File: src/cmp_regs_pkg.sv
package cmp_regs_pkg;
  // ***********************************************************
  // Register addresses
  // ***********************************************************
  localparam logic [3:0] ADDR_CH1_CTRL = 4'h0;
  localparam logic [3:0] ADDR_CH2_CTRL = 4'h1;
  localparam logic [3:0] ADDR_CH3_CTRL = 4'h2;
  localparam logic [3:0] ADDR_STATUS   = 4'h3;
  localparam logic [3:0] ADDR_LADDER   = 4'h4;
  // ***********************************************************
  // Channel control fields
  // ***********************************************************
  localparam int BIT_CHANNEL_ON     = 15;
  localparam int BIT_PIN_DRIVE      = 14;
  localparam int BIT_RESULT_INVERT  = 13;
  localparam int BIT_EVENT_FLAG     = 9;
  localparam int BIT_RESULT_BIT     = 8;
  localparam int POS_EVENT_SELECT   = 6;
  localparam int BIT_POS_INPUT_SEL  = 4;
  localparam int POS_NEG_INPUT_SEL  = 0;
  localparam logic [15:0] CTRL_WRITE_MASK = 16'he2d3;
  // ***********************************************************
  // Shared status fields
  // ***********************************************************
  localparam int BIT_IDLE_HALT_ALL  = 15;
  localparam int POS_EVENT_COPY     = 8;
  localparam int POS_RESULT_COPY    = 0;
  // ***********************************************************
  // Ladder control fields
  // ***********************************************************
  localparam int BIT_POS_REF_SEL    = 10;
  localparam int POS_NEG_REF_SEL    = 8;
  localparam int BIT_LADDER_POWER   = 7;
  localparam int BIT_LADDER_PIN     = 6;
  localparam int BIT_LADDER_RANGE   = 5;
  localparam int BIT_LADDER_SOURCE  = 4;
  localparam int POS_LADDER_LEVEL   = 0;
  localparam logic [15:0] LADDER_WRITE_MASK = 16'h07ff;
  // ***********************************************************
  // Reset values and encodings
  // ***********************************************************
  localparam logic [15:0] CTRL_RESET   = 16'h0000;
  localparam logic [15:0] LADDER_RESET = 16'h0000;
  localparam logic [1:0]  EVSEL_NONE   = 2'h0;
  localparam logic [1:0]  EVSEL_RISE   = 2'h1;
  localparam logic [1:0]  EVSEL_FALL   = 2'h2;
  localparam logic [1:0]  EVSEL_ANY    = 2'h3;
endpackage

File: src/cmp_channel.sv
`timescale 1ns/1ps
`default_nettype none
module cmp_channel (
  input  wire logic       ref_clk,
  input  wire logic       sys_rst,
  input  wire logic       raw_out,
  input  wire logic       active,
  input  wire logic       invert,
  input  wire logic [1:0] event_select,
  input  wire logic       flag_clear,
  output logic            result_bit,
  output logic            event_flag,
  output logic            event_pulse
);
  logic sync_a;
  logic sync_b;
  logic prev_val;
  logic polar;
  logic rise;
  logic fall;
  logic hit;

  // ***********************************************************
  // Synchroniser
  // ***********************************************************
  // two-flop chain
  always_ff @(posedge ref_clk) begin
    if (sys_rst) begin
      sync_a <= 1'b0;
      sync_b <= 1'b0;
    end else begin
      sync_a <= raw_out;
      sync_b <= sync_a;
    end
  end

  assign polar = sync_b ^ invert;
  assign rise  = polar & ~prev_val;
  assign fall  = ~polar & prev_val;

  // ***********************************************************
  // Event selection
  // ***********************************************************
  always_comb begin
    unique case (event_select)
      cmp_regs_pkg::EVSEL_NONE: hit = 1'b0;
      cmp_regs_pkg::EVSEL_RISE: hit = invert ? fall : rise;
      cmp_regs_pkg::EVSEL_FALL: hit = invert ? rise : fall;
      cmp_regs_pkg::EVSEL_ANY:  hit = rise | fall;
    endcase
  end

  always_ff @(posedge ref_clk) begin
    if (sys_rst) begin
      prev_val   <= 1'b0;
      result_bit <= 1'b0;
    end else if (active) begin
      prev_val   <= polar;
      result_bit <= polar;
    end else begin
      prev_val   <= polar;
    end
  end

  // sticky flag gates pulses, set beats clear
  always_ff @(posedge ref_clk) begin
    if (sys_rst) begin
      event_flag  <= 1'b0;
      event_pulse <= 1'b0;
    end else begin
      event_pulse <= active & hit & ~event_flag;
      if (active & hit)
        event_flag <= 1'b1;
      else if (flag_clear)
        event_flag <= 1'b0;
    end
  end

  // ***********************************************************
  // Checks
  // ***********************************************************
  chk_pulse_needs_flag: assert property (@(posedge ref_clk) disable iff (sys_rst)
    event_pulse |-> event_flag)
    else $error("event pulse without flag");
  chk_none_quiet: assert property (@(posedge ref_clk) disable iff (sys_rst)
    (event_select == cmp_regs_pkg::EVSEL_NONE) |=> !event_pulse)
    else $error("pulse with events off");
  chk_sync_delay: assert property (@(posedge ref_clk) disable iff (sys_rst)
    $rose(raw_out) ##1 $stable(raw_out) |=> sync_b)
    else $error("sync chain not two flops");
  chk_flag_sticky: assert property (@(posedge ref_clk) disable iff (sys_rst)
    event_flag && !flag_clear |=> event_flag)
    else $error("flag dropped without clear");
  cov_any_event: cover property (@(posedge ref_clk) event_pulse);
endmodule
`default_nettype wire

File: src/triple_comparator_control.sv
`timescale 1ns/1ps
`default_nettype none
module triple_comparator_control #(
  parameter int CHANNELS = 3
) (
  input  wire logic                ref_clk,
  input  wire logic                sys_rst,
  input  wire logic [3:0]          reg_addr,
  input  wire logic [15:0]         reg_wdata,
  input  wire logic                reg_write,
  input  wire logic                reg_read,
  output logic      [15:0]         reg_rdata,
  input  wire logic                idle_mode,
  input  wire logic [CHANNELS-1:0] analog_out,
  output logic      [CHANNELS-1:0] channel_on,
  output logic      [CHANNELS-1:0] pin_drive_enable,
  output logic      [CHANNELS-1:0] positive_input_select,
  output logic      [2*CHANNELS-1:0] negative_input_select,
  output logic      [CHANNELS-1:0] event_trigger,
  output logic                     pos_reference_select,
  output logic      [1:0]          neg_reference_select,
  output logic                     ladder_power,
  output logic                     ladder_pin_enable,
  output logic                     ladder_range,
  output logic                     ladder_source,
  output logic      [3:0]          ladder_level
);
  logic [15:0]         ctrl [CHANNELS];
  logic                idle_halt_all;
  logic [15:0]         ladder_ctrl;
  logic [CHANNELS-1:0] result_bit;
  logic [CHANNELS-1:0] event_flag;
  logic [CHANNELS-1:0] event_pulse;
  logic [CHANNELS-1:0] flag_clear;
  logic [CHANNELS-1:0] active;
  logic [15:0]         next_rdata;
  logic                halted;

  assign halted = idle_halt_all & idle_mode;

  // ***********************************************************
  // Channel registers
  // ***********************************************************
  genvar g;
  generate
    for (g = 0; g < CHANNELS; g++) begin : gen_ch
      always_ff @(posedge ref_clk) begin
        if (sys_rst) begin
          ctrl[g] <= cmp_regs_pkg::CTRL_RESET;
        end else if (reg_write && reg_addr == 4'(g)) begin
          ctrl[g] <= reg_wdata & cmp_regs_pkg::CTRL_WRITE_MASK;
        end
      end
      // Software clears by writing 0 to the flag bit
      assign flag_clear[g] = reg_write && reg_addr == 4'(g)
                             && !reg_wdata[cmp_regs_pkg::BIT_EVENT_FLAG];
      assign active[g] = ctrl[g][cmp_regs_pkg::BIT_CHANNEL_ON] & ~halted;

      cmp_channel u_ch (
        .ref_clk      (ref_clk),
        .sys_rst      (sys_rst),
        .raw_out      (analog_out[g]),
        .active       (active[g]),
        .invert       (ctrl[g][cmp_regs_pkg::BIT_RESULT_INVERT]),
        .event_select (ctrl[g][cmp_regs_pkg::POS_EVENT_SELECT +: 2]),
        .flag_clear   (flag_clear[g]),
        .result_bit   (result_bit[g]),
        .event_flag   (event_flag[g]),
        .event_pulse  (event_pulse[g])
      );

      always_ff @(posedge ref_clk) begin
        if (sys_rst) begin
          channel_on[g]                    <= 1'b0;
          pin_drive_enable[g]              <= 1'b0;
          positive_input_select[g]         <= 1'b0;
          negative_input_select[2*g +: 2]  <= 2'h0;
          event_trigger[g]                 <= 1'b0;
        end else begin
          channel_on[g]                    <= active[g];
          pin_drive_enable[g]              <= ctrl[g][cmp_regs_pkg::BIT_PIN_DRIVE];
          positive_input_select[g]         <= ctrl[g][cmp_regs_pkg::BIT_POS_INPUT_SEL];
          negative_input_select[2*g +: 2]  <= ctrl[g][cmp_regs_pkg::POS_NEG_INPUT_SEL +: 2];
          // trigger only when flag was clear
          event_trigger[g]                 <= event_pulse[g];
        end
      end

      chk_pin_follow: assert property (@(posedge ref_clk) disable iff (sys_rst)
        reg_write && reg_addr == 4'(g)
        |-> ##2 pin_drive_enable[g] == $past(reg_wdata[cmp_regs_pkg::BIT_PIN_DRIVE], 2))
        else $error("pin drive enable not applied");
      chk_pos_follow: assert property (@(posedge ref_clk) disable iff (sys_rst)
        reg_write && reg_addr == 4'(g)
        |-> ##2 positive_input_select[g] == $past(reg_wdata[cmp_regs_pkg::BIT_POS_INPUT_SEL], 2))
        else $error("positive input select not applied");
      chk_neg_follow: assert property (@(posedge ref_clk) disable iff (sys_rst)
        reg_write && reg_addr == 4'(g)
        |-> ##2 negative_input_select[2*g +: 2] == $past(reg_wdata[cmp_regs_pkg::POS_NEG_INPUT_SEL +: 2], 2))
        else $error("negative input select not applied");
      chk_off_follow: assert property (@(posedge ref_clk) disable iff (sys_rst)
        !ctrl[g][cmp_regs_pkg::BIT_CHANNEL_ON] |=> !channel_on[g])
        else $error("disabled channel still on");
      chk_trigger_follow: assert property (@(posedge ref_clk) disable iff (sys_rst)
        event_trigger[g] == $past(event_pulse[g]))
        else $error("trigger does not follow accepted event");
      chk_idle_clear: assert property (@(posedge ref_clk) disable iff (sys_rst)
        flag_clear[g] && !active[g] |=> !event_flag[g])
        else $error("flag not cleared by write");
      chk_result_read: assert property (@(posedge ref_clk) disable iff (sys_rst)
        reg_read && reg_addr == 4'(g)
        |=> reg_rdata[cmp_regs_pkg::BIT_RESULT_BIT] == $past(result_bit[g]))
        else $error("control read result bit wrong");
    end
  endgenerate

  // ***********************************************************
  // Shared status and ladder registers
  // ***********************************************************
  always_ff @(posedge ref_clk) begin
    if (sys_rst) begin
      idle_halt_all <= 1'b0;
    end else if (reg_write && reg_addr == cmp_regs_pkg::ADDR_STATUS) begin
      idle_halt_all <= reg_wdata[cmp_regs_pkg::BIT_IDLE_HALT_ALL];
    end
  end

  always_ff @(posedge ref_clk) begin
    if (sys_rst) begin
      ladder_ctrl <= cmp_regs_pkg::LADDER_RESET;
    end else if (reg_write && reg_addr == cmp_regs_pkg::ADDR_LADDER) begin
      ladder_ctrl <= reg_wdata & cmp_regs_pkg::LADDER_WRITE_MASK;
    end
  end

  always_ff @(posedge ref_clk) begin
    if (sys_rst) begin
      pos_reference_select <= 1'b0;
      neg_reference_select <= 2'h0;
      ladder_power         <= 1'b0;
      ladder_pin_enable    <= 1'b0;
      ladder_range         <= 1'b0;
      ladder_source        <= 1'b0;
      ladder_level         <= 4'h0;
    end else begin
      pos_reference_select <= ladder_ctrl[cmp_regs_pkg::BIT_POS_REF_SEL];
      neg_reference_select <= ladder_ctrl[cmp_regs_pkg::POS_NEG_REF_SEL +: 2];
      ladder_power         <= ladder_ctrl[cmp_regs_pkg::BIT_LADDER_POWER];
      ladder_pin_enable    <= ladder_ctrl[cmp_regs_pkg::BIT_LADDER_PIN];
      ladder_range         <= ladder_ctrl[cmp_regs_pkg::BIT_LADDER_RANGE];
      ladder_source        <= ladder_ctrl[cmp_regs_pkg::BIT_LADDER_SOURCE];
      ladder_level         <= ladder_ctrl[cmp_regs_pkg::POS_LADDER_LEVEL +: 4];
    end
  end

  // ***********************************************************
  // Read path
  // ***********************************************************
  always_comb begin
    next_rdata = 16'h0000;
    if (reg_addr < 4'(CHANNELS)) begin
      for (int i = 0; i < CHANNELS; i++) begin
        if (reg_addr == 4'(i)) begin
          next_rdata = ctrl[i];
          next_rdata[cmp_regs_pkg::BIT_EVENT_FLAG] = event_flag[i];
          next_rdata[cmp_regs_pkg::BIT_RESULT_BIT] = result_bit[i];
        end
      end
    end else if (reg_addr == cmp_regs_pkg::ADDR_STATUS) begin
      next_rdata[cmp_regs_pkg::BIT_IDLE_HALT_ALL] = idle_halt_all;
      next_rdata[cmp_regs_pkg::POS_EVENT_COPY +: CHANNELS] = event_flag;
      next_rdata[cmp_regs_pkg::POS_RESULT_COPY +: CHANNELS] = result_bit;
    end else if (reg_addr == cmp_regs_pkg::ADDR_LADDER) begin
      next_rdata = ladder_ctrl;
    end
  end

  // Data valid only the cycle after the strobe
  always_ff @(posedge ref_clk) begin
    if (sys_rst) begin
      reg_rdata <= 16'h0000;
    end else if (reg_read) begin
      reg_rdata <= next_rdata;
    end else begin
      reg_rdata <= 16'h0000;
    end
  end

  // ***********************************************************
  // Checks
  // ***********************************************************
  chk_status_events: assert property (@(posedge ref_clk) disable iff (sys_rst)
    reg_read && reg_addr == cmp_regs_pkg::ADDR_STATUS |=> reg_rdata[10:8] == $past(event_flag))
    else $error("status event copy wrong");
  chk_status_results: assert property (@(posedge ref_clk) disable iff (sys_rst)
    reg_read && reg_addr == cmp_regs_pkg::ADDR_STATUS |=> reg_rdata[2:0] == $past(result_bit))
    else $error("status result copy wrong");
  chk_reserved_zero: assert property (@(posedge ref_clk) disable iff (sys_rst)
    reg_read && reg_addr == cmp_regs_pkg::ADDR_LADDER |=> reg_rdata[15:11] == 5'h00)
    else $error("ladder reserved bits not zero");
  chk_ctrl_reserved: assert property (@(posedge ref_clk) disable iff (sys_rst)
    reg_read && reg_addr == cmp_regs_pkg::ADDR_CH1_CTRL |=> (reg_rdata & 16'h1c2c) == 16'h0000)
    else $error("control reserved bits not zero");
  chk_idle_halts: assert property (@(posedge ref_clk) disable iff (sys_rst)
    idle_halt_all && idle_mode |=> channel_on == '0)
    else $error("comparator runs in idle");
  chk_enable_follow: assert property (@(posedge ref_clk) disable iff (sys_rst)
    !idle_mode && ctrl[0][15] |=> channel_on[0])
    else $error("channel 1 not on");
  chk_level_follow: assert property (@(posedge ref_clk) disable iff (sys_rst)
    reg_write && reg_addr == cmp_regs_pkg::ADDR_LADDER |-> ##2 ladder_level == $past(reg_wdata[3:0], 2))
    else $error("ladder level not applied");
  chk_rdata_idle: assert property (@(posedge ref_clk) disable iff (sys_rst)
    !reg_read |=> reg_rdata == 16'h0000)
    else $error("read data without read");
  chk_posref_follow: assert property (@(posedge ref_clk) disable iff (sys_rst)
    reg_write && reg_addr == cmp_regs_pkg::ADDR_LADDER
    |-> ##2 pos_reference_select == $past(reg_wdata[cmp_regs_pkg::BIT_POS_REF_SEL], 2))
    else $error("positive reference select not applied");
  chk_negref_follow: assert property (@(posedge ref_clk) disable iff (sys_rst)
    reg_write && reg_addr == cmp_regs_pkg::ADDR_LADDER
    |-> ##2 neg_reference_select == $past(reg_wdata[cmp_regs_pkg::POS_NEG_REF_SEL +: 2], 2))
    else $error("negative reference select not applied");
  chk_power_follow: assert property (@(posedge ref_clk) disable iff (sys_rst)
    reg_write && reg_addr == cmp_regs_pkg::ADDR_LADDER
    |-> ##2 ladder_power == $past(reg_wdata[cmp_regs_pkg::BIT_LADDER_POWER], 2))
    else $error("ladder power not applied");
  chk_ladpin_follow: assert property (@(posedge ref_clk) disable iff (sys_rst)
    reg_write && reg_addr == cmp_regs_pkg::ADDR_LADDER
    |-> ##2 ladder_pin_enable == $past(reg_wdata[cmp_regs_pkg::BIT_LADDER_PIN], 2))
    else $error("ladder pin enable not applied");
  chk_range_follow: assert property (@(posedge ref_clk) disable iff (sys_rst)
    reg_write && reg_addr == cmp_regs_pkg::ADDR_LADDER
    |-> ##2 ladder_range == $past(reg_wdata[cmp_regs_pkg::BIT_LADDER_RANGE], 2))
    else $error("ladder range not applied");
  chk_source_follow: assert property (@(posedge ref_clk) disable iff (sys_rst)
    reg_write && reg_addr == cmp_regs_pkg::ADDR_LADDER
    |-> ##2 ladder_source == $past(reg_wdata[cmp_regs_pkg::BIT_LADDER_SOURCE], 2))
    else $error("ladder source not applied");
  chk_status_idle: assert property (@(posedge ref_clk) disable iff (sys_rst)
    reg_read && reg_addr == cmp_regs_pkg::ADDR_STATUS
    |=> reg_rdata[cmp_regs_pkg::BIT_IDLE_HALT_ALL] == $past(idle_halt_all))
    else $error("status idle halt bit wrong");
  chk_status_reserved: assert property (@(posedge ref_clk) disable iff (sys_rst)
    reg_read && reg_addr == cmp_regs_pkg::ADDR_STATUS |=> (reg_rdata & 16'h78f8) == 16'h0000)
    else $error("status reserved bits not zero");
  chk_unmapped_zero: assert property (@(posedge ref_clk) disable iff (sys_rst)
    reg_read && reg_addr > cmp_regs_pkg::ADDR_LADDER |=> reg_rdata == 16'h0000)
    else $error("unmapped address reads nonzero");
  cov_trigger: cover property (@(posedge ref_clk) |event_trigger);
  cov_clear: cover property (@(posedge ref_clk) event_flag[0] ##1 !event_flag[0]);
  cov_idle: cover property (@(posedge ref_clk) idle_mode && idle_halt_all);
endmodule
`default_nettype wire

File: config.mk
export PLATFORM = sky130hd
export DESIGN_NAME = triple_comparator_control
export DESIGN_NICKNAME = d
export VERILOG_FILES = /design/src/cmp_regs_pkg.sv /design/src/cmp_channel.sv /design/src/triple_comparator_control.sv
export SDC_FILE = /design/constraint.sdc
export NUM_CORES = 1
export LEC_CHECK = 0
export BUFFER_PORTS_ARGS = -buffer_cell sky130_fd_sc_hd__buf_2
export CAP_MARGIN = 20
export CELL_PAD_IN_SITES_DETAIL_PLACEMENT = 0
export CELL_PAD_IN_SITES_GLOBAL_PLACEMENT = 2
export CORE_AREA = 2 2 104 106
export CTS_CLUSTER_DIAMETER = 50
export DETAILED_ROUTE_END_ITERATION = 16
export DIE_AREA = 0 0 106 108
export HOLD_SLACK_MARGIN = 0.02
export MAX_ROUTING_LAYER = met4
export PLACE_DENSITY = 0.84
export SLEW_MARGIN = 20
export SYNTH_ARGS = -nofsm -noshare
export SYNTH_HDL_FRONTEND = slang
export SYNTH_SLANG_ARGS = --single-unit
File: constraint.sdc
create_clock -name ref_clk -period 5.7 [get_ports ref_clk]
set_clock_uncertainty 0.2 [all_clocks]
set_input_delay 1.14 -clock ref_clk [delete_from_list [all_inputs] [get_ports ref_clk]]
set_output_delay 1.14 -clock ref_clk [all_outputs]
set_load 0.005 [all_outputs]
==> results.toml <==
[outcome]
status = "finished, final reports clean"

[routing]
final_antenna_net_count = 0
firstDrtPassIters = 4
drc = 0
post_drt_wl_per_cell_microns = 16.5
vias = 2818
drtIter0Drc = 205
via_per_inst = 5.01
finalWirelength_microns = 9290

[global_routing]
grt_pass1_wl_microns = 14800
grt_max_degree = 60
grt-ovfl-total = 0
grt_usage = 0.175
grt_pass1_vias = 2816
antenna_found_initial = 0

[floorplanning]
start_util = 0.377
die_height_microns = 108
die_w_microns = 106
fp.dieArea_sq_um = 11400
core_sq_um = 10200
pin_count = 73
rows = 37

[layout]
nets = 456
diodes = 0
post-route-util = 0.439
final_layout_size_suffix_gt1_frac = 0.222
syn_to_final_growth_pct = 16.3
fillers = 982

[setup_path]
startpoint_type = "input port"
worst-path-max-fanout = 24
path_cells = "buf_2 -> or4b_2 -> o21ai_0 -> buf_4"
crit_slowest_cell = "or4b_2"
crit_type = "input port to flip-flop"
worst_ep_arrival_time_ps = 3020
cp_slowest_stage_delay_ps = 800
end_kind = "flip-flop"
worstPathRequired_ps = 5580

[place]
place.gp.congestion = 0.809
port-buffer-count = 68
hpwl_microns = 6450

[power_and_ir_drop]
vdd.ir_drop.worst_uv = 138
seqPwrFrac = 0.585
switchingPower_mw = 0.310
clock_power_share = 0.332
comb_power_share = 0.082
p_leak_nw = 1.81
p_per_area_nw_per_um2 = 287
power.internal_mw = 0.979
sw_frac_of_total = 0.241

[cts]
ctsResizeCount = 0
cts_tree = "built"
cts_made_buffers = 9
clkTransAtPathRegs_ps = 90
post_cts_buffers = 0
clk_latency_ps = 360
cts.sinks = 97
clk_path_buf_depth = 2
holdBufCountCts = 0
htree_levels = 3
root_buffer = "clkbuf_8"

[synth]
muxShareOfSynthArea = 0.00583
synth_xor_area_frac = 0.00681
yosys.area_share.simple = 0.231
synthCells = 358
synth_flop_cell = "dfxtp_1"
synth_top_family_by_area = "simple AND/OR/NAND/NOR gates"
async_flop_share = 0
ys_types = 50
seq_area_frac_synth = 0.565
syn_area_sq_um = 3860
avgSynthCellArea_sq_um = 10.8
yosys_warnings = 0
synth_compound_area_frac = 0.132
synth_fa_ha_area_frac = 0.0194
synth-edff-count = 24
ys_ff_latch = 97

[timing]
rsz0062_at_grt = "no"
setup_viol = 0
relSlewSlack = 0.462
finalMaxSlewViolations = 0
hold_viol = 0
min_period_over_period = 0.550
worst_slew_pin_slew_ps = 805
finalCriticalPeriod_ps = 3130
fmax_ghz = 0.319
tns_ps = 0

[run]
cap_violations = 0

[worst_hold_path]
min_path_type = "flip-flop to flip-flop"
-- final timing paths --
path	start	depth (start not counted)	endpoint	slack, ps
worst min-delay path	gen_ch[1].u_ch.event_pulse	1	event_trigger[1]	230
worst max-delay path	reg_addr[1]	4	ctrl[2][7]	2570
worst min register to register	gen_ch[1].u_ch.event_pulse	1	event_trigger[1]	230
worst max register to register	ctrl[2][6]	5	gen_ch[2].u_ch.event_pulse	3680
-- cells in the mapped netlist, drive strengths merged, types with 6 or more instances --
master  number  area share
a21oi       18       0.023
inv         14       0.014
clkbuf      12       0.012
nor2        19       0.018
nand2       11       0.011
ha           6       0.019
dfxtp       73        0.38
nand3       14       0.018
nor2b       32       0.052
and3b        7       0.016
o21ai       18       0.023
o32ai        6       0.014
buf          8       0.013
and2        23       0.037
edfxtp      24        0.19
nand2b      11       0.018
-- cell families after synthesis --
family,after synthesis
compound gates,75
buf+inv,34
mux,1
flops,97
fa+ha+maj,6
other cells,1
simple gates,141
xor+xnor,3
-- flip-flops by register name, indices dropped and copies added (netlist names), 2 cells and up --
register and flops:
neg_reference_select 2, event_trigger 3, ladder_level 4, gen_ch.u_ch.event_pulse 3
pin_drive_enable 3, gen_ch.u_ch.event_flag 3, gen_ch.u_ch.prev_val 3, gen_ch.u_ch.result_bit 3
reg_rdata 14, gen_ch.u_ch.sync_b 3, gen_ch.u_ch.sync_a 3, ctrl 24
channel_on 3, negative_input_select 6, ladder_ctrl 11, positive_input_select 3
-- area by class of cell --
type / instances / area, sq um / share of cell area
flip-flops and latches: 97 / 2180 / 0.486
multi-input cells: 228 / 1530 / 0.342
repair buffers: 72 / 370 / 0.0825
well taps: 136 / 170 / 0.0379
clock buffers: 12 / 135 / 0.0301
inverters: 14 / 52.6 / 0.0117
clock inverters: 4 / 43.8 / 0.00976
-- through the flow --
step	hold slack [ps]	worst slack, ps	std cells	area [sq um]	power (mW)
2_1_floorplan	214	2510	359	3860	0.830
3_3_place_gp	220	2170	547	4310	0.874
3_5_place_dp	229	2150	547	4310	0.877
4_1_cts	241	2540	563	4490	1.30
5_1_grt	257	2430	563	4490	1.35
6_report	232	2570	563	4490	1.29
-- power groups by stage --
stage                     combinational [mW]  sequential (mW)  clock [mW]
after floorplan                       0.0671            0.763           0
after global placement                 0.105            0.769           0
after detailed placement               0.107            0.770           0
after CTS                              0.108            0.754       0.436
after global routing                   0.119            0.759       0.473
final                                  0.106            0.754       0.428
-- routing by layer --
metal	track usage	routed length [microns]	up-vias
li1	-	-	1386
met2	0.284	4570	66
met1	0.221	4220	1355
met4	0.0592	119	0
met5	-	0	-
met3	0.0362	379	11
-- cells in the final DEF, fill, tap and decap left out, drive strengths merged, types with 4 or more instances in the layout --
cell type,n
dfxtp,73
buf,72
nor2b,32
edfxtp,24
and2,23
nor2,19
o21ai,18
a21oi,18
inv,14
nand3,14
clkbuf,12
nand2b,11
nand2,11
and3b,7
o32ai,6
ha,6
o2bb2ai,5
nand4bb,4
o211ai,4
a22oi,4
-- worst max-delay path, delay by kind of cell --
family | cells | cell delay [ps]
and+or+nand+nor | 1 | 800
buffers and inverters | 2 | 590
AOI/OAI and AO/OA | 1 | 480
Note: power is estimated with default switching activity, not from simulation.
